**config.mk**
```make
export PLATFORM = sky130hd
export DESIGN_NAME = pc_card_uart_glue_control
export DESIGN_NICKNAME = d
export VERILOG_FILES = /design/src/design/glue_pkg.sv /design/src/design/pc_card_uart_glue_control.sv
export VERILOG_INCLUDE_DIRS = /design/src /design/src/design
export SDC_FILE = /design/constraint.sdc
export NUM_CORES = 1
export LEC_CHECK = 0
export ABC_AREA = 1
export BUFFER_PORTS_ARGS = -buffer_cell sky130_fd_sc_hd__buf_2
export CAP_MARGIN = 20
export CORE_MARGIN = 4
export CORE_UTILIZATION = 41
export CTS_CLUSTER_SIZE = 20
export DETAILED_ROUTE_END_ITERATION = 12
export HOLD_SLACK_MARGIN = 0.08
export PLACE_DENSITY = 0.66
export SYNTH_ARGS = -nofsm -noshare
export SYNTH_HDL_FRONTEND = slang
export SYNTH_SLANG_ARGS = --single-unit
```
**constraint.sdc**
```tcl
create_clock -name core_clk -period 4 [get_ports core_clk]
set_clock_uncertainty 0.15 [all_clocks]
set_input_delay 0.6 -clock core_clk [delete_from_list [all_inputs] [get_ports core_clk]]
set_output_delay 0.6 -clock core_clk [all_outputs]
set_load 0.005 [all_outputs]
```
**src/design/glue_params.svh**
```systemverilog
// Offsets, field positions, reset values and counts for the card UART glue block
`ifndef GLUE_PARAMS_SVH
`define GLUE_PARAMS_SVH

// Subsystem address map (9-bit subsystem address)
`define SUB_ATTR_LAST 9'h107
`define SUB_CTRL_ADDR 9'h110
`define SUB_DIVISOR_ADDR 9'h120
`define SUB_MCR_WR_ADDR 9'h130
`define SUB_FCR_RD_ADDR 9'h132
`define SUB_MCR_RD_ADDR 9'h134
`define SUB_BYPASS_ADDR 9'h140

// Host UART register indexes
`define UART_FCR_INDEX 3'h2
`define UART_MCR_INDEX 3'h4

// Subsystem control register: reset value and bit positions
`define CTRL_RESET 8'h22
`define CTRL_COM_LO 0
`define CTRL_COM_HI 1
`define CTRL_STS_EN 2
`define CTRL_ADDR_MODE 3
`define CTRL_READY 4
`define CTRL_MEM_CARD 5
`define CTRL_IRQ_CLR 6
`define CTRL_BYPASS 7

// FIFO control and modem control fields
`define FCR_AUTO_RTS 4
`define FCR_DEEP 5
`define FCR_RD_ONES 8'h06
`define MCR_AUTO_CTS 5

// Receive trigger levels, 64-byte mode and 16-byte mode
`define TRIG_DEEP_0 6'h01
`define TRIG_DEEP_1 6'h10
`define TRIG_DEEP_2 6'h20
`define TRIG_DEEP_3 6'h38
`define TRIG_STD_0 6'h01
`define TRIG_STD_1 6'h04
`define TRIG_STD_2 6'h08
`define TRIG_STD_3 6'h0e

// Divider, counted in crystal half-cycles
`define DIV_STOP 6'h00
`define DIV_SHORT_MIN 6'h04
`define DIV_LONG_MIN 6'h10
`define LOW_SHORT 6'h02
`define LOW_LONG 6'h08

`endif

```
**src/design/glue_pkg.sv**
```systemverilog
// Types carried between the card UART glue block and its neighbours
package glue_pkg;

  typedef struct packed {
    logic [9:0] addr;
    logic [7:0] wdata;
    logic card_enable_low_n;
    logic card_enable_high_n;
    logic reg_select_n;
    logic host_io_read_strobe_n;
    logic host_io_write_strobe_n;
    logic attr_write_n;
    logic attr_read_n;
  } host_bus_type;

  typedef struct packed {
    logic [8:0] addr;
    logic [7:0] wdata;
    logic write_n;
    logic read_n;
  } sub_bus_type;

  typedef struct packed {
    logic divided_arbitration_clock;
    logic crystal_input_clock;
    logic extend;
    logic uart_interrupt;
  } misc_pins_type;

  typedef struct packed {
    logic we;
    logic host_side;
    logic [8:0] addr;
    logic [7:0] data;
  } attr_write_type;

  typedef struct packed {
    logic sel;
    logic rd;
    logic wr;
    logic [2:0] uart_register_index;
  } uart_access_type;

  typedef struct packed {
    logic deep;
    logic auto_rts;
    logic [5:0] trigger;
  } fifo_mode_type;

endpackage

```
**src/design/pc_card_uart_glue_control.sv**
```systemverilog
// Card UART glue: arbitration, handshake flags, UART select, control regs, clock divider
`timescale 1ns/100ps
`include "glue_params.svh"

// Function
// Same-address simultaneous writes: host write completes, subsystem write is dropped.
// Host attribute write raises subsystem flag; writing one to control bit 6 clears it.
// Subsystem attribute write asserts host status-change output while control bit 2 set.
// Any host attribute read deasserts the host status-change output.
// Both handshake flags change only on divided arbitration clock edges.
// Coincident set and clear: set wins; later clear takes effect next edge.
// Address mode selects UART from fixed bits plus two COM-dependent bits.
// Otherwise either card enable with register select picks the UART.
// UART access needs I/O read or write strobe; low address bits pick register.
// Extend and FIFO-control bits 5,4 set FIFO depth and auto RTS.
// Deep mode maps FIFO-control bits 7:6 to triggers 1, 16, 32, 56.
// Modem-control bit 5 is subsystem-written only; subsystem reads whole register back.
// Subsystem FIFO-control read: bits 1,2 high; bits 4,5 low only when active.
// Control bits 1:0 choose COM port; COM2 after reset.
// Control bit 3 enables address mode, bit 2 status enable; both reset clear.
// Control bits 5:4 reset to 10; ready and I/O card handover by subsystem.
// Control bit 7 enables serial bypass and clears on reset.
// Six-bit write-only divisor; each write resets UART and divider.
// Divisor 0 to 31.5 in half steps drives the UART clock output.
// Low time one or 1.5 crystal cycles below 8, four or 4.5 above.
// Value 0 holds clock high; 1 to 3 divide by one; others divide by value/2.
// Bypass: subsystem writes feed receive FIFO, reads pop transmit FIFO; line errors masked.
// Interrupt-clear control bit reads zero; writing zero does nothing.
module pc_card_uart_glue_control (
  input wire logic core_clk,
  input wire logic rst,
  input wire glue_pkg::host_bus_type host_bus,
  input wire glue_pkg::sub_bus_type sub_bus,
  input wire logic divided_arbitration_clock,
  input wire logic crystal_input_clock,
  input wire logic extend,
  input wire logic uart_interrupt,
  input wire logic [7:0] tx_fifo_data,
  output logic [7:0] sub_read_data,
  output glue_pkg::attr_write_type attr_write,
  output logic sub_interrupt,
  output logic host_status_change_n,
  output logic host_ready_interrupt_line,
  output glue_pkg::uart_access_type uart_access,
  output glue_pkg::fifo_mode_type fifo_mode,
  output logic auto_cts_enable,
  output logic serial_bypass,
  output logic rx_fifo_push,
  output logic [7:0] rx_fifo_data,
  output logic tx_fifo_pop,
  output logic uart_reset,
  output logic uart_clock_output
);
  import glue_pkg::*;

  host_bus_type host_s1, host_s2, host_p;
  sub_bus_type sub_s1, sub_s2, sub_p;
  misc_pins_type misc_s1, misc_s2, misc_p;
  misc_pins_type misc_in;

  logic host_attr_wr_ev, host_attr_rd_ev, host_io_wr_ev, host_io_rd_ev;
  logic sub_wr_ev, sub_rd_ev, sub_attr_wr, arb_edge, xin_edge, sel_now;

  logic [7:0] ctrl_r, ctrl_nxt, fcr_r, fcr_nxt, mcr_r, mcr_nxt;
  logic [5:0] div_r, div_nxt;
  logic [7:0] rdata_r, rdata_nxt, rx_data_r, rx_data_nxt;
  logic uart_reset_r, uart_reset_nxt, rx_push_r, rx_push_nxt, tx_pop_r, tx_pop_nxt;
  logic irq_clear;

  attr_write_type attr_r, attr_nxt;
  logic pend_r, pend_nxt;
  logic [8:0] pend_addr_r, pend_addr_nxt;
  logic [7:0] pend_data_r, pend_data_nxt;

  logic irq_r, irq_nxt, sts_r, sts_nxt;
  logic irq_set_q, irq_set_nxt, irq_clr_q, irq_clr_nxt;
  logic sts_set_q, sts_set_nxt, sts_clr_q, sts_clr_nxt;

  uart_access_type uacc_r, uacc_nxt;
  fifo_mode_type fmode_r, fmode_nxt;
  logic cts_r, cts_nxt, bypass_r, bypass_nxt, ready_r, ready_nxt;

  logic [5:0] hc_r, hc_nxt, low_len;
  logic uclk_r, uclk_nxt;

  // Host UART select, address mode or card-enable mode
  function automatic logic uart_select(input host_bus_type h, input logic [7:0] ctrl);
    logic fixed_ok;
    fixed_ok = h.addr[9] & h.addr[7] & h.addr[6] & h.addr[5] & h.addr[3];
    if (ctrl[`CTRL_ADDR_MODE])
      uart_select = fixed_ok & (h.addr[8] == ~ctrl[`CTRL_COM_HI])
                    & (h.addr[4] == ~ctrl[`CTRL_COM_LO]);
    else
      uart_select = (~h.card_enable_low_n | ~h.card_enable_high_n) & ~h.reg_select_n;
  endfunction

  // Receive trigger level for the current depth
  function automatic logic [5:0] trigger_level(input logic deep, input logic [1:0] code);
    unique case (code)
      2'b00: trigger_level = deep ? `TRIG_DEEP_0 : `TRIG_STD_0;
      2'b01: trigger_level = deep ? `TRIG_DEEP_1 : `TRIG_STD_1;
      2'b10: trigger_level = deep ? `TRIG_DEEP_2 : `TRIG_STD_2;
      2'b11: trigger_level = deep ? `TRIG_DEEP_3 : `TRIG_STD_3;
    endcase
  endfunction

  // Host, subsystem and misc pins are foreign to core_clk, so all pass two flops; the third stage feeds edges
  assign misc_in = '{divided_arbitration_clock, crystal_input_clock, extend, uart_interrupt};

  always_ff @(posedge core_clk)
  begin
    if (rst)
    begin
      host_s1 <= '1;
      host_s2 <= '1;
      host_p <= '1;
      sub_s1 <= '1;
      sub_s2 <= '1;
      sub_p <= '1;
      misc_s1 <= '0;
      misc_s2 <= '0;
      misc_p <= '0;
    end
    else
    begin
      host_s1 <= host_bus;
      host_s2 <= host_s1;
      host_p <= host_s2;
      sub_s1 <= sub_bus;
      sub_s2 <= sub_s1;
      sub_p <= sub_s2;
      misc_s1 <= misc_in;
      misc_s2 <= misc_s1;
      misc_p <= misc_s2;
    end
  end

  // Strobe fronts, taken once per access from the synchronised copies
  always_comb
  begin
    host_attr_wr_ev = ~host_s2.attr_write_n & host_p.attr_write_n;
    host_attr_rd_ev = ~host_s2.attr_read_n & host_p.attr_read_n;
    sel_now = uart_select(host_s2, ctrl_r) & ~ctrl_r[`CTRL_MEM_CARD];
    host_io_wr_ev = sel_now & ~host_s2.host_io_write_strobe_n
                    & host_p.host_io_write_strobe_n;
    host_io_rd_ev = sel_now & ~host_s2.host_io_read_strobe_n
                    & host_p.host_io_read_strobe_n;
    sub_wr_ev = ~sub_s2.write_n & sub_p.write_n;
    sub_rd_ev = ~sub_s2.read_n & sub_p.read_n;
    sub_attr_wr = sub_wr_ev & (sub_s2.addr <= `SUB_ATTR_LAST);
    arb_edge = misc_s2.divided_arbitration_clock & ~misc_p.divided_arbitration_clock;
    xin_edge = misc_s2.crystal_input_clock ^ misc_p.crystal_input_clock;
  end

  // Control, divisor, FIFO-control and modem-control registers and subsystem reads
  always_comb
  begin
    ctrl_nxt = ctrl_r;
    div_nxt = div_r;
    fcr_nxt = fcr_r;
    mcr_nxt = mcr_r;
    rdata_nxt = rdata_r;
    rx_data_nxt = rx_data_r;
    uart_reset_nxt = 1'b0;
    rx_push_nxt = 1'b0;
    tx_pop_nxt = 1'b0;
    irq_clear = 1'b0;
    if (sub_wr_ev)
    begin
      unique case (sub_s2.addr)
        `SUB_CTRL_ADDR:
        begin
          // Bit 6 is never stored, so it reads zero and a zero write is inert
          ctrl_nxt = {sub_s2.wdata[7], 1'b0, sub_s2.wdata[5:0]};
          irq_clear = sub_s2.wdata[`CTRL_IRQ_CLR];
        end
        `SUB_DIVISOR_ADDR:
        begin
          div_nxt = sub_s2.wdata[5:0];
          uart_reset_nxt = 1'b1;
        end
        `SUB_MCR_WR_ADDR: mcr_nxt[`MCR_AUTO_CTS] = sub_s2.wdata[`MCR_AUTO_CTS];
        `SUB_BYPASS_ADDR:
        begin
          if (ctrl_r[`CTRL_BYPASS])
          begin
            rx_push_nxt = 1'b1;
            rx_data_nxt = sub_s2.wdata;
          end
        end
        default: ;
      endcase
    end
    if (host_io_wr_ev && host_s2.addr[2:0] == `UART_FCR_INDEX)
      fcr_nxt = host_s2.wdata;
    // Host cannot touch bit 5; it keeps whatever the subsystem left there
    if (host_io_wr_ev && host_s2.addr[2:0] == `UART_MCR_INDEX)
      mcr_nxt = {host_s2.wdata[7:6], mcr_nxt[`MCR_AUTO_CTS], host_s2.wdata[4:0]};
    if (sub_rd_ev)
    begin
      unique case (sub_s2.addr)
        `SUB_CTRL_ADDR: rdata_nxt = ctrl_r;
        `SUB_MCR_RD_ADDR: rdata_nxt = mcr_r;
        `SUB_FCR_RD_ADDR:
        begin
          rdata_nxt = fcr_r | `FCR_RD_ONES;
          rdata_nxt[`FCR_AUTO_RTS] = ~(fcr_r[`FCR_AUTO_RTS] & ~misc_s2.extend);
          rdata_nxt[`FCR_DEEP] = ~(fcr_r[`FCR_DEEP] & ~misc_s2.extend);
        end
        `SUB_BYPASS_ADDR:
        begin
          rdata_nxt = ctrl_r[`CTRL_BYPASS] ? tx_fifo_data : 8'h00;
          tx_pop_nxt = ctrl_r[`CTRL_BYPASS];
        end
        default: rdata_nxt = 8'h00;
      endcase
    end
  end

  always_ff @(posedge core_clk)
  begin
    if (rst)
    begin
      ctrl_r <= `CTRL_RESET;
      div_r <= 6'h00;
      fcr_r <= 8'h00;
      mcr_r <= 8'h00;
      rdata_r <= 8'h00;
      rx_data_r <= 8'h00;
      uart_reset_r <= 1'b0;
      rx_push_r <= 1'b0;
      tx_pop_r <= 1'b0;
    end
    else
    begin
      ctrl_r <= ctrl_nxt;
      div_r <= div_nxt;
      fcr_r <= fcr_nxt;
      mcr_r <= mcr_nxt;
      rdata_r <= rdata_nxt;
      rx_data_r <= rx_data_nxt;
      uart_reset_r <= uart_reset_nxt;
      rx_push_r <= rx_push_nxt;
      tx_pop_r <= tx_pop_nxt;
    end
  end

  // Attribute write port; a subsystem write losing the cycle to a host write at another address waits one cycle
  always_comb
  begin
    attr_nxt = attr_r;
    attr_nxt.we = 1'b0;
    pend_nxt = 1'b0;
    pend_addr_nxt = pend_addr_r;
    pend_data_nxt = pend_data_r;
    if (host_attr_wr_ev)
    begin
      attr_nxt = '{1'b1, 1'b1, host_s2.addr[9:1], host_s2.wdata};
      // Same-address subsystem write is dropped, others are deferred
      if (sub_attr_wr && sub_s2.addr != host_s2.addr[9:1])
      begin
        pend_nxt = 1'b1;
        pend_addr_nxt = sub_s2.addr;
        pend_data_nxt = sub_s2.wdata;
      end
    end
    else if (pend_r)
      attr_nxt = '{1'b1, 1'b0, pend_addr_r, pend_data_r};
    else if (sub_attr_wr)
      attr_nxt = '{1'b1, 1'b0, sub_s2.addr, sub_s2.wdata};
  end

  always_ff @(posedge core_clk)
  begin
    if (rst)
    begin
      attr_r <= '0;
      pend_r <= 1'b0;
      pend_addr_r <= 9'h000;
      pend_data_r <= 8'h00;
    end
    else
    begin
      attr_r <= attr_nxt;
      pend_r <= pend_nxt;
      pend_addr_r <= pend_addr_nxt;
      pend_data_r <= pend_data_nxt;
    end
  end

  // Handshake flags: requests collect between arbitration edges so none glitch out
  always_comb
  begin
    irq_set_nxt = (irq_set_q & ~irq_clear) | host_attr_wr_ev;
    irq_clr_nxt = irq_clr_q | irq_clear;
    sts_set_nxt = (sts_set_q & ~host_attr_rd_ev) | (sub_attr_wr & ctrl_r[`CTRL_STS_EN]);
    sts_clr_nxt = sts_clr_q | host_attr_rd_ev;
    irq_nxt = irq_r;
    sts_nxt = sts_r;
    if (arb_edge)
    begin
      // A later clear cancels a pending set; a same-cycle set wins
      irq_nxt = irq_set_nxt ? 1'b1 : (irq_clr_nxt ? 1'b0 : irq_r);
      sts_nxt = sts_set_nxt ? 1'b1 : (sts_clr_nxt ? 1'b0 : sts_r);
      irq_set_nxt = 1'b0;
      irq_clr_nxt = 1'b0;
      sts_set_nxt = 1'b0;
      sts_clr_nxt = 1'b0;
    end
  end

  always_ff @(posedge core_clk)
  begin
    if (rst)
    begin
      irq_r <= 1'b0;
      sts_r <= 1'b0;
      irq_set_q <= 1'b0;
      irq_clr_q <= 1'b0;
      sts_set_q <= 1'b0;
      sts_clr_q <= 1'b0;
    end
    else
    begin
      irq_r <= irq_nxt;
      sts_r <= sts_nxt;
      irq_set_q <= irq_set_nxt;
      irq_clr_q <= irq_clr_nxt;
      sts_set_q <= sts_set_nxt;
      sts_clr_q <= sts_clr_nxt;
    end
  end

  // UART access decode, FIFO mode and card-state outputs
  always_comb
  begin
    uacc_nxt = '{sel_now, host_io_rd_ev, host_io_wr_ev, host_s2.addr[2:0]};
    fmode_nxt.deep = fcr_r[`FCR_DEEP] & ~misc_s2.extend;
    fmode_nxt.auto_rts = fcr_r[`FCR_AUTO_RTS] & ~misc_s2.extend;
    fmode_nxt.trigger = trigger_level(fmode_nxt.deep, fcr_r[7:6]);
    cts_nxt = mcr_r[`MCR_AUTO_CTS];
    bypass_nxt = ctrl_r[`CTRL_BYPASS];
    // Busy/ready while a memory card, UART interrupt once an I/O card
    ready_nxt = ctrl_r[`CTRL_MEM_CARD] ? ctrl_r[`CTRL_READY] : misc_s2.uart_interrupt;
  end

  always_ff @(posedge core_clk)
  begin
    if (rst)
    begin
      uacc_r <= '0;
      fmode_r <= '{1'b0, 1'b0, `TRIG_STD_0};
      cts_r <= 1'b0;
      bypass_r <= 1'b0;
      ready_r <= 1'b0;
    end
    else
    begin
      uacc_r <= uacc_nxt;
      fmode_r <= fmode_nxt;
      cts_r <= cts_nxt;
      bypass_r <= bypass_nxt;
      ready_r <= ready_nxt;
    end
  end

  // Divide-by-n-and-a-half: both crystal edges are counted, so the register is half-cycles
  // Crystal is sampled, so it must run well below half of core_clk
  always_comb
  begin
    low_len = (div_r >= `DIV_LONG_MIN) ? `LOW_LONG + {5'h00, div_r[0]}
                                       : `LOW_SHORT + {5'h00, div_r[0]};
    hc_nxt = hc_r;
    uclk_nxt = uclk_r;
    if (uart_reset_nxt)
    begin
      hc_nxt = 6'h00;
      uclk_nxt = 1'b1;
    end
    else if (div_r == `DIV_STOP)
      uclk_nxt = 1'b1;
    else if (div_r < `DIV_SHORT_MIN)
      uclk_nxt = misc_s2.crystal_input_clock;
    else if (xin_edge)
    begin
      hc_nxt = (hc_r >= div_r - 6'h01) ? 6'h00 : hc_r + 6'h01;
      uclk_nxt = hc_nxt >= low_len;
    end
  end

  always_ff @(posedge core_clk)
  begin
    if (rst)
    begin
      hc_r <= 6'h00;
      uclk_r <= 1'b1;
    end
    else
    begin
      hc_r <= hc_nxt;
      uclk_r <= uclk_nxt;
    end
  end

  // Outputs straight from flops
  assign sub_read_data = rdata_r;
  assign attr_write = attr_r;
  assign sub_interrupt = irq_r;
  assign host_status_change_n = ~sts_r;
  assign host_ready_interrupt_line = ready_r;
  assign uart_access = uacc_r;
  assign fifo_mode = fmode_r;
  assign auto_cts_enable = cts_r;
  assign serial_bypass = bypass_r;
  assign rx_fifo_push = rx_push_r;
  assign rx_fifo_data = rx_data_r;
  assign tx_fifo_pop = tx_pop_r;
  assign uart_reset = uart_reset_r;
  assign uart_clock_output = uclk_r;

endmodule // pc_card_uart_glue_control

```
==> results of run 1 <==
==> Yosys cell counts, types with 5 or more instances <==
| cell | instances |
|---|---|
| o21ai_0 | 35 |
| nand2_1 | 214 |
| or2_2 | 92 |
| buf_2 | 13 |
| nor2_1 | 129 |
| o21ai_1 | 22 |
| inv_1 | 96 |
| a21oi_1 | 60 |
| dfxtp_1 | 217 |
| ha_1 | 12 |
| nand3b_1 | 8 |
| nand4_1 | 8 |
| xnor2_1 | 9 |
| nand3_1 | 32 |
| nor3_1 | 8 |
| clkbuf_1 | 25 |
| inv_2 | 5 |
| o22ai_1 | 8 |
==> layer usage <==
| metal | GRT usage, % | routed length, um |
|---|---|---|
| met1 | 23.5 | 8990 |
| met2 | 27.3 | 8650 |
| met3 | 3.45 | 1040 |
| met4 | 5.22 | 551 |
| met5 | 0 | 0 |
==> through the flow <==
step           cell area [sq um]  power, uW  hold slack [ns]  cells  utilization (%)
3_5_place_dp                8950       2500            0.243   1367             45.7
3_3_place_gp                8950       2490            0.242   1367             45.7
4_1_cts                     9750       4670           0.0890   1410             49.8
5_1_grt                     9750       4780           0.0945   1410             49.8
6_report                    9750       4620            0.110   1410             49.8
2_1_floorplan               8200       2410            0.238   1027                -
==> sequential cells by signal (all words and copies together), names as in the netlist, 8 cells and up <==
signal / count
sub_read_data: 8
sub_s1: 19
fifo_mode: 8
host_s2: 25
mcr_r: 8
host_s1: 25
rx_fifo_data: 8
pend_addr_r: 9
attr_write: 19
pend_data_r: 8
sub_s2: 19
==> report_power, final <==
group	switching [uW]	internal, uW	leakage [uW]
Sequential	38.6	2220	0.00178
Combinational	101	83.6	0.00249
Clock	875	1300	0.000407
Total	1010	3610	0.00467
==> placed cells by master, fill, tap and decap left out, types with 5 or more instances in the layout <==
cell type	n
dfxtp_1	217
nand2_1	214
nor2_1	129
buf_2	114
inv_1	96
or2_2	92
a21oi_1	60
o21ai_0	35
nand3_1	32
clkbuf_16	24
o21ai_1	22
ha_1	12
xnor2_1	9
nor3_1	8
nand4_1	8
o22ai_1	8
nand3b_1	8
clkbuf_8	7
clkinv_2	7
inv_2	5
buf_4	5
==> layout make-up <==
type	instances	area share, %
repair buffers	119	6.24
multi-input cells	664	33.6
well taps	265	3.40
flip-flops and latches	217	44.6
inverters	102	3.93
clock buffers	31	7.15
clock inverters	12	1.10
==> kinds of logic (layout without fill, tap and decap cells) <==
kind of cell               count (synthesis)  in the layout
DFF                                      217            217
xor gates and xnor gates                  13             13
adders and majority gates                 12             12
AOI/OAI and AO/OA                        132            132
and+or+nand+nor                          507            507
buffers and inverters                    146            264
==> worst register-to-register path, cell delays in order, from the launching register on <==
cell	delay [ns]
dfxtp_1	0.31
inv_1	0.14
nand2_1	0.10
nor3_1	0.19
xor2_1	0.17
inv_1	0.06
ha_1	0.28
a21o_1	0.18
nor2_1	0.18
nand2_1	0.12
inv_1	0.08
nand2_1	0.07
ha_1	0.27
inv_1	0.05
nand2_1	0.04
a21oi_1	0.11
nand2_1	0.07
nand2_1	0.05
nand2_1	0.05
nand2_1	0.05
nand2_1	0.04
==> path summary, 6_finish.rpt <==
kind	from	end	slack, ns	cells after the start
worst max-delay path	div_r[0]	uart_clock_output	1.14	20
worst min-delay path	host_bus[20]	host_s1[20]	0.11	2
worst max register to register	div_r[0]	uart_clock_output	1.14	20
worst min register to register	misc_s1[3]	misc_s2[3]	0.25	2
==> results.txt, run 1 <==
Antenna Cells -> 0
Critical path arrival -> 3.12 ns
First-pass GRT wire length -> 30,900 um
Antenna-violating nets left -> 0
Clock Latency Late Sink -> 0.52 ns
Synthesized area -> 0.00820 sq mm
CTS clk-pin slew, worst paths -> 0.06 ns
Setup WS pre-CTS -> 1.13 ns
Detailed Place HPWL -> 13,400 um
VDD IR max -> 0.000373 V
Initial antenna violation count -> 0
Area grow syn2layout -> 18.9%
FP Rows -> 51
Final setup viols -> 0
Hold Path Class -> input port to flip-flop
Input/output buffers -> 115
Max cap viols -> 0
Leakage -> 0.00467 uW
Post-Synth Adder-Cell Area -> 1.83%
RSZ-0062 raised after global routing -> no
Largest family of logic cells by synthesized area -> simple AND/OR/NAND/NOR gates
Fraction of layout cells with a size suffix above 1 -> 23.8%
Delay-heaviest family, CP -> simple AND/OR/NAND/NOR gates
Vias -> 6,517
Final worst path period need -> 2.86 ns
Number of hold buffers added after cts -> 0
# H-tree levels -> 1
Crit-path cells -> inv_1 > nand2_1 > nor3_1 > xor2_1 > inv_1 > ha_1 > a21o_1 > nor2_1 > nand2_1 > inv_1 > nand2_1 > ha_1 > inv_1 > nand2_1 > a21oi_1 > nand2_1 > nand2_1 > nand2_1 > nand2_1 > nand2_1
Syn_nets -> 1,097
Routability Congestion -> 0.887
Multiplexer share of the synthesized area -> 0%
Avg Inst Size Synth -> 7.98 sq um
Fillers -> 1,940
Die ar. -> 0.0223 sq mm
Critical Path Most Common Cell -> nand2_1
Gr usage total -> 17.1%
Outcome -> complete, no violations
CTS buffer count -> 24
Synth Area in Compound Gates -> 8.52%
CTS max path bufs -> 3
FF+latch count, synth -> 217
Root buf cell -> clkbuf_16
Cts repair resizes -> 0
Crit path kind -> flip-flop to flip-flop
Synth unique cells -> 34
Crit path required time -> 4.25 ns
Die height -> 149 um
Post-synthesis sequential area ratio -> 53.0%
Yosys warns -> 0
Core area -> 0.0196 sq mm
Die width -> 149 um
Bufs and invs on worst path -> 4
CP Capture Type -> flip-flop
Largest area contributor in the netlist -> dfxtp_1
FF+latch area -> 0.00434 sq mm
Cell count after synthesis -> 1,027
Slowest CP cell -> dfxtp_1
Post-synth EDFFs -> 0
Starting density of the core -> 41.9%
Post-CTS Setup Bufs -> 0
Period utilization -> 71.6%
CTS sink cnt -> 217
Drc violations -> 0
Detailed Route Iter0 Violations -> 353
Fmax -> 349 MHz
Vias per cell -> 4.62
Synth async-reset ratio -> 0%
Final worst-path setup slack -> 1.14 ns
Max Slew Vio Count -> 0
Maximum number of pins on one net before global-route repair -> 82
Slowest stage delay, CP -> 0.31 ns
Relative slew slack -> 49.1%
Nets@finish -> 1,198
Crit path max fanout -> 5
1st-pass router iterations -> 5
Drt wl/cell -> 13.6 um
CTS tree -> yes
Multi-input logic area -> 0.00328 sq mm
Grt ovf -> 0
I/O pin cnt -> 116
Final hold viol count -> 0
Main flop type after synthesis -> dfxtp_1
Top cells by area, synth -> dfxtp_1 53%, nand2_1 9.8%, or2_2 7.0%
Critical Path Source Type -> flip-flop
Post-synthesis xor/xnor area fraction -> 1.39%
Vias in the first global route -> 6,052
Share of the synthesized area in the top cell type -> 53.0%
Pwr/cell area -> 474 mW/mm^2
Post-Synth Simple-Gate Area -> 28.3%
Drt total wl -> 19,200 um
Setup TNS Final -> 0 ns
Worst-margin pin slew -> 0.761 ns
No activity file was read; power rests on OpenSTA's default activity.
==> run 2: changes to the inputs <==
==> constraint.sdc (replaced) <==
create_clock -name core_clk -period 2.7 [get_ports core_clk]
set_clock_uncertainty 0.15 [all_clocks]
set_input_delay 0.405 -clock core_clk [delete_from_list [all_inputs] [get_ports core_clk]]
set_output_delay 0.405 -clock core_clk [all_outputs]
set_load 0.005 [all_outputs]
==> results.txt, run 2 (synthesis gave the netlist of run 1 again) <==
Outcome -> complete, no violations
Worst-margin pin slew -> 0.679 ns (-0.0821 ns)
Pwr Total -> 6860 uW (+49%)
Drc violations -> 0 (unchanged)
Routability Congestion -> 0.868 (-2.1%)
Die height -> 149 um (unchanged)
Gr usage total -> 17.9% (+0.82 points)
Final hold viol count -> 0 (unchanged)
Relative slew slack -> 54.7% (+5.6 points)
Crit path kind -> flip-flop to flip-flop
Reg2reg end -> uart_clock_output
Critical path arrival -> 2.89 ns (-0.23 ns)
1st-pass router iterations -> 5 (unchanged)
Root buf cell -> clkbuf_16
Core area -> 0.0196 sq mm (unchanged)
Initial antenna violation count -> 0 (unchanged)
Leakage -> 0.00495 uW (+6.1%)
Period utilization -> 97.6% (+26 points)
Global Route met2 Usage -> 29.3% (+2.1 points)
Maximum number of pins on one net before global-route repair -> 60 (-27%)
WHS Path Cells -> 2 (unchanged)
Nets@finish -> 1,268 (+5.8%)
CP Capture Type -> flip-flop
Input/output buffers -> 115 (unchanged)
VDD IR max -> 0.000370 V (-0.70%)
CTS clk-pin slew, worst paths -> 0.06 ns (about the same)
Leading cell types in the layout, fill and taps excluded -> 215 x dfxtp_1, 210 x nand2_1, 124 x nor2_1
Most common cell after layout, fill and taps aside -> dfxtp_1
Crit path max fanout -> 3 (-2)
Reg2reg start -> div_r[2]
Drt total wl -> 20,000 um (+4.2%)
Max cap viols -> 0 (unchanged)
FP Rows -> 51 (unchanged)
Reg2Reg Setup Slack -> 0.07 ns (-1.07 ns)
Die ar. -> 0.0223 sq mm (unchanged)
CTS tree -> yes
Global-route met3 utilization -> 3.45% (unchanged)
Hold_sp -> rst
Regs by FF count -> host_s1 x25, host_s2 x25
R2R depth -> 20 (unchanged)
Setup TNS Final -> 0 ns (unchanged)
Fraction of layout cells with a size suffix above 1 -> 25.5% (+1.6 points)
Final setup viols -> 0 (unchanged)
Pwr/cell area -> 655 mW/mm^2 (+38%)
Antenna-violating nets left -> 0 (unchanged)
First-pass GRT wire length -> 32,400 um (+4.9%)
I/O pin cnt -> 116 (unchanged)
Hold Path End -> misc_p[2]
RSZ-0062 raised after global routing -> yes
CTS buffer count -> 24 (unchanged)
Drt wl/cell -> 13.6 um (-0.56%)
Clock Latency Late Sink -> 0.51 ns (about the same)
Final worst path period need -> 2.63 ns (-0.228 ns)
Vias in the first global route -> 6,435 (+6.3%)
CTS max path bufs -> 3 (unchanged)
Vias per cell -> 4.55 (-1.6%)
Max Slew Vio Count -> 0 (unchanged)
GR Layer Usage met1 -> 24.1% (+0.61 points)
Detailed Route Iter0 Violations -> 399 (+13%)
Detailed Place HPWL -> 13,900 um (+3.1%)
Hold Path Class -> input port to flip-flop
Fmax -> 380 MHz (+8.6%)
Antenna Cells -> 0 (unchanged)
Starting density of the core -> 41.9% (unchanged)
Grt peak-use layer -> met2
Fillers -> 1,855 (-4.4%)
Grt ovf -> 0 (unchanged)
CTS sink cnt -> 217 (unchanged)
Die width -> 149 um (unchanged)
Vias -> 6,719 (+3.1%)
Crit path required time -> 2.95 ns (-1.30 ns)
Area grow syn2layout -> 27.7%
Critical Path Source Type -> flip-flop
# H-tree levels -> 1 (unchanged)
run 2: changes by cell type in the layout (fill, tap and decap cells not counted), moves of 5 or more:
cell	delta
dlygate4sd3_1	+48
buf_4	+21
clkbuf_8	-5
nor2_1	-5
run 2: worst max-delay path by stage:
stage	start	endpoint	depth (start not counted)
after global placement	div_r[1]	uart_clock_output	20
after detailed placement	div_r[1]	uart_clock_output	20
after CTS	div_r[0]	uart_clock_output	21
after floorplan	div_r[0]	uart_clock_output	20
final	div_r[2]	uart_clock_output	20
after global routing	div_r[2]	uart_clock_output	20
run 2: repair_timing:
| item | in CTS | in global routing |
|---|---|---|
| hold buffers | 48 | 0 |
| pin swaps | 6 | 17 |
| endpoints found under the setup margin | 1 | 1 |
| setup buffers | 0 | 1 |
| endpoints found under the hold margin | 48 | 0 |
| gates resized for setup | 4 | 20 |
run 2: stage by stage:
step                hold WS, ns  utilization [%]  setup WS [ns]  cell area (sq um)  std cells
floorplan                 0.238                -         0.0806               8200       1027
global placement          0.242             46.5        -0.0528               9120       1388
detailed placement        0.242             46.5        -0.0784               9120       1388
CTS                       0.162             53.0         0.0209              10400       1477
global route              0.199             53.5         -0.100              10500       1478
finish                    0.159             53.5         0.0655              10500       1478
run 2: final cells by class:
| cell class | instances | area [sq um] | area share [%] |
|---|---|---|---|
| flip-flops and latches | 217 | 4350 | 41.5 |
| multi-input cells | 664 | 3370 | 32.2 |
| repair buffers | 189 | 1270 | 12.1 |
| clock buffers | 30 | 643 | 6.14 |
| inverters | 102 | 383 | 3.66 |
| well taps | 265 | 332 | 3.17 |
| clock inverters | 11 | 129 | 1.23 |
run 2: worst max-delay path, stage by stage, from the launching register on:
cell and delay (ns):
dfxtp_2 0.32, nor2_2 0.09, nand2_1 0.08, nor3_2 0.16
xor2_1 0.16, inv_1 0.08, ha_4 0.22, a21o_1 0.20
nor2_4 0.13, nand2_2 0.07, inv_2 0.07, nand2_4 0.06
ha_4 0.23, inv_2 0.04, nand2_1 0.05, a21oi_2 0.14
nand2_1 0.07, nand2_1 0.06, nand2_1 0.05, nand2_1 0.05
nand2_1 0.04
run 2: metal layers:
metal,vias to the layer above,wire [um]
li1,3552,-
met1,2969,9380
met2,155,9060
met3,43,997
met4,0,597
met5,-,0
run 2: power breakdown:
group | switching, uW | internal [uW] | leakage (uW)
combinational | 168 | 178 | 0.00280
sequential | 52.5 | 3290 | 0.00178
clock | 1280 | 1890 | 0.000375
==> run 3: changes to the inputs <==
==> constraint.sdc (replaced) <==
create_clock -name core_clk -period 2.45 [get_ports core_clk]
set_clock_uncertainty 0.15 [all_clocks]
set_input_delay 0.3675 -clock core_clk [delete_from_list [all_inputs] [get_ports core_clk]]
set_output_delay 0.3675 -clock core_clk [all_outputs]
set_load 0.005 [all_outputs]
==> results.txt, run 3 (synthesis gave the netlist of run 1 again) <==
Vias -> 6,847 (+1.9%)
Critical Path Most Common Cell -> nand2_1
Worst-margin pin slew -> 0.671 ns (-0.00849 ns)
Regs by FF count -> host_s1 x25, host_s2 x25
Bufs and invs on worst path -> 3 (unchanged)
Failing checks -> setup timing
Drt total wl -> 19,900 um (-0.54%)
CTS max path bufs -> 3 (unchanged)
Fmax -> 380 MHz (+0.23%)
Die ar. -> 0.0223 sq mm (unchanged)
RSZ-0062 raised after global routing -> yes
Period utilization -> 107% (+9.7 points)
VDD IR max -> 0.000513 V (+39%)
CTS sink cnt -> 217 (unchanged)
Combinational Power Share -> 5.1% (about the same)
Fin util -> 53.4% (-0.077 points)
Vias in the first global route -> 6,505 (+1.1%)
Placed insts -> 1,391 (+0.22%)
Final Cell Area -> 0.0105 sq mm (-0.14%)
Max cap viols -> 0 (unchanged)
Final hold viol count -> 0 (unchanged)
Most common cell after layout, fill and taps aside -> dfxtp_1
CTS buffer count -> 23 (-4.2%)
Delay-heaviest family, CP -> simple AND/OR/NAND/NOR gates
Starting density of the core -> 41.9% (unchanged)
Initial antenna violation count -> 0 (unchanged)
CTS clk-pin slew, worst paths -> 0.06 ns (about the same)
Drt wl/cell -> 13.5 um (-0.61%)
Fraction of layout cells with a size suffix above 1 -> 25.0% (-0.43 points)
Vias per cell -> 4.63 (+1.8%)
Slowest stage delay, CP -> 0.31 ns (about the same)
DP Area -> 0.00916 sq mm (+0.47%)
Die height -> 149 um (unchanged)
Die width -> 149 um (unchanged)
Leakage -> 0.00498 uW (+0.47%)
Maximum number of pins on one net before global-route repair -> 88 (+47%)
Reg power frac -> 49.2% (+0.4 points)
Int Pwr -> 5930 uW (+11%)
1st-pass router iterations -> 5 (unchanged)
Fillers -> 1,840 (-0.81%)
Leading cell types in the layout, fill and taps excluded -> 216 x dfxtp_1, 209 x nand2_1, 127 x nor2_1
Area grow syn2layout -> 27.5%
CP Capture Type -> flip-flop
Detailed Place HPWL -> 13,800 um (-0.72%)
Relative slew slack -> 55.2% (+0.57 points)
Max Slew Vio Count -> 0 (unchanged)
Hold slack -> 0.0970 ns (-0.0616 ns)
Pwr/cell area -> 718 mW/mm^2 (+9.6%)
Crit path required time -> 2.69 ns (-0.26 ns)
Crit path kind -> flip-flop to flip-flop
Nets@finish -> 1,271 (+0.24%)
Antenna Cells -> 0 (unchanged)
Drc violations -> 0 (unchanged)
I/O pin cnt -> 116 (unchanged)
Clock power frac -> 45.8% (-0.4 points)
Input/output buffers -> 115 (unchanged)
Crit path max fanout -> 2 (-1)
Critical path arrival -> 2.87 ns (-0.02 ns)
Gr usage total -> 17.8% (-0.091 points)
Final worst-path setup slack -> -0.179 ns (-0.244 ns)
FP Rows -> 51 (unchanged)
Hold Path Class -> input port to flip-flop
Clock Latency Late Sink -> 0.50 ns (about the same)
CTS tree -> yes
Outcome -> complete, but fails checks
Sw Ratio -> 21.1% (-0.84 points)
Final cell count without fillers -> 1,479 (+0.068%)
Final setup viols -> 1 (+1)
First-pass GRT wire length -> 32,400 um (+0.15%)
Root buf cell -> clkbuf_16
Slowest CP cell -> dfxtp_2
Crit-path cells -> nor2_1 > nand2_1 > nor3_2 > xor2_1 > inv_1 > ha_4 > a21o_1 > nor2_2 > nand2_2 > inv_2 > nand2_4 > ha_4 > inv_2 > nand2_2 > a21oi_2 > nand2_1 > nand2_1 > nand2_1 > nand2_1 > nand2_1
Core area -> 0.0196 sq mm (unchanged)
Detailed Route Iter0 Violations -> 362 (-9.3%)
Grt ovf -> 0 (unchanged)
# H-tree levels -> 1 (unchanged)
Routability Congestion -> 0.865 (-0.35%)
Antenna-violating nets left -> 0 (unchanged)
Critical Path Source Type -> flip-flop
Final worst path period need -> 2.63 ns (-0.00595 ns)
Sw power -> 1580 uW (+5.2%)
## run 3: per-stage QoR
step	total power (uW)	TNS (ns)	setup WS, ns
after detailed placement	4090	-0.198	-0.198
after global placement	4090	-0.152	-0.152
after floorplan	3940	-0.0558	-0.0558
after CTS	7580	-0.210	-0.210
after global routing	7770	-0.396	-0.396
final	7510	-0.179	-0.179
## run 3: power groups by stage
stage / clock (uW) / combinational [uW] / sequential [uW]
after global routing: 3650 / 426 / 3700
after floorplan: 0 / 198 / 3740
final: 3440 / 381 / 3690
after global placement: 0 / 323 / 3770
after detailed placement: 0 / 324 / 3770
after CTS: 3510 / 384 / 3690
## run 3: routing by layer
metal | global-route usage, % | wire, um
met2 | 29.7 | 9330
met4 | 4.81 | 391
met5 | 0 | 0
met1 | 24.1 | 9090
met3 | 2.94 | 1110
## run 3: worst reg2reg max path, stage by stage (launching register included)
cell and delay (ns):
dfxtp_2 0.31, nor2_1 0.09, nand2_1 0.09, nor3_2 0.13, xor2_1 0.18, inv_1 0.09, ha_4 0.26, a21o_1 0.16
nor2_2 0.13, nand2_2 0.08, inv_2 0.07, nand2_4 0.06, ha_4 0.23, inv_2 0.05, nand2_2 0.04, a21oi_2 0.12
nand2_1 0.06, nand2_1 0.06, nand2_1 0.06, nand2_1 0.06, nand2_1 0.04
## run 3: worst paths after layout
| path | from | end | slack, ns | cells after the start |
|---|---|---|---|---|
| worst max-delay path | div_r[2] | uart_clock_output | -0.18 | 20 |
| worst min-delay path | rst | misc_s2[0] | 0.1 | 2 |
| worst max register to register | div_r[2] | uart_clock_output | -0.18 | 20 |
| worst min register to register | misc_s1[1] | misc_s2[1] | 0.25 | 2 |
## run 3: layout make-up
class,count,area [sq um],share of cell area (%)
clock buffer,31,626,5.98
clock inverter,7,118,1.12
inverter,102,383,3.66
multi-input combinational,664,3340,32.0
sequential,217,4350,41.6
tap,265,332,3.17
timing repair buffer,193,1310,12.5
## run 3: timing repair
action,4_1_cts,5_1_grt
hold buffers,48,0
pin swaps,7,14
endpoints found under the hold margin,48,0
endpoints found under the setup margin,1,1
resized for setup,2,13
setup buffers,1,1
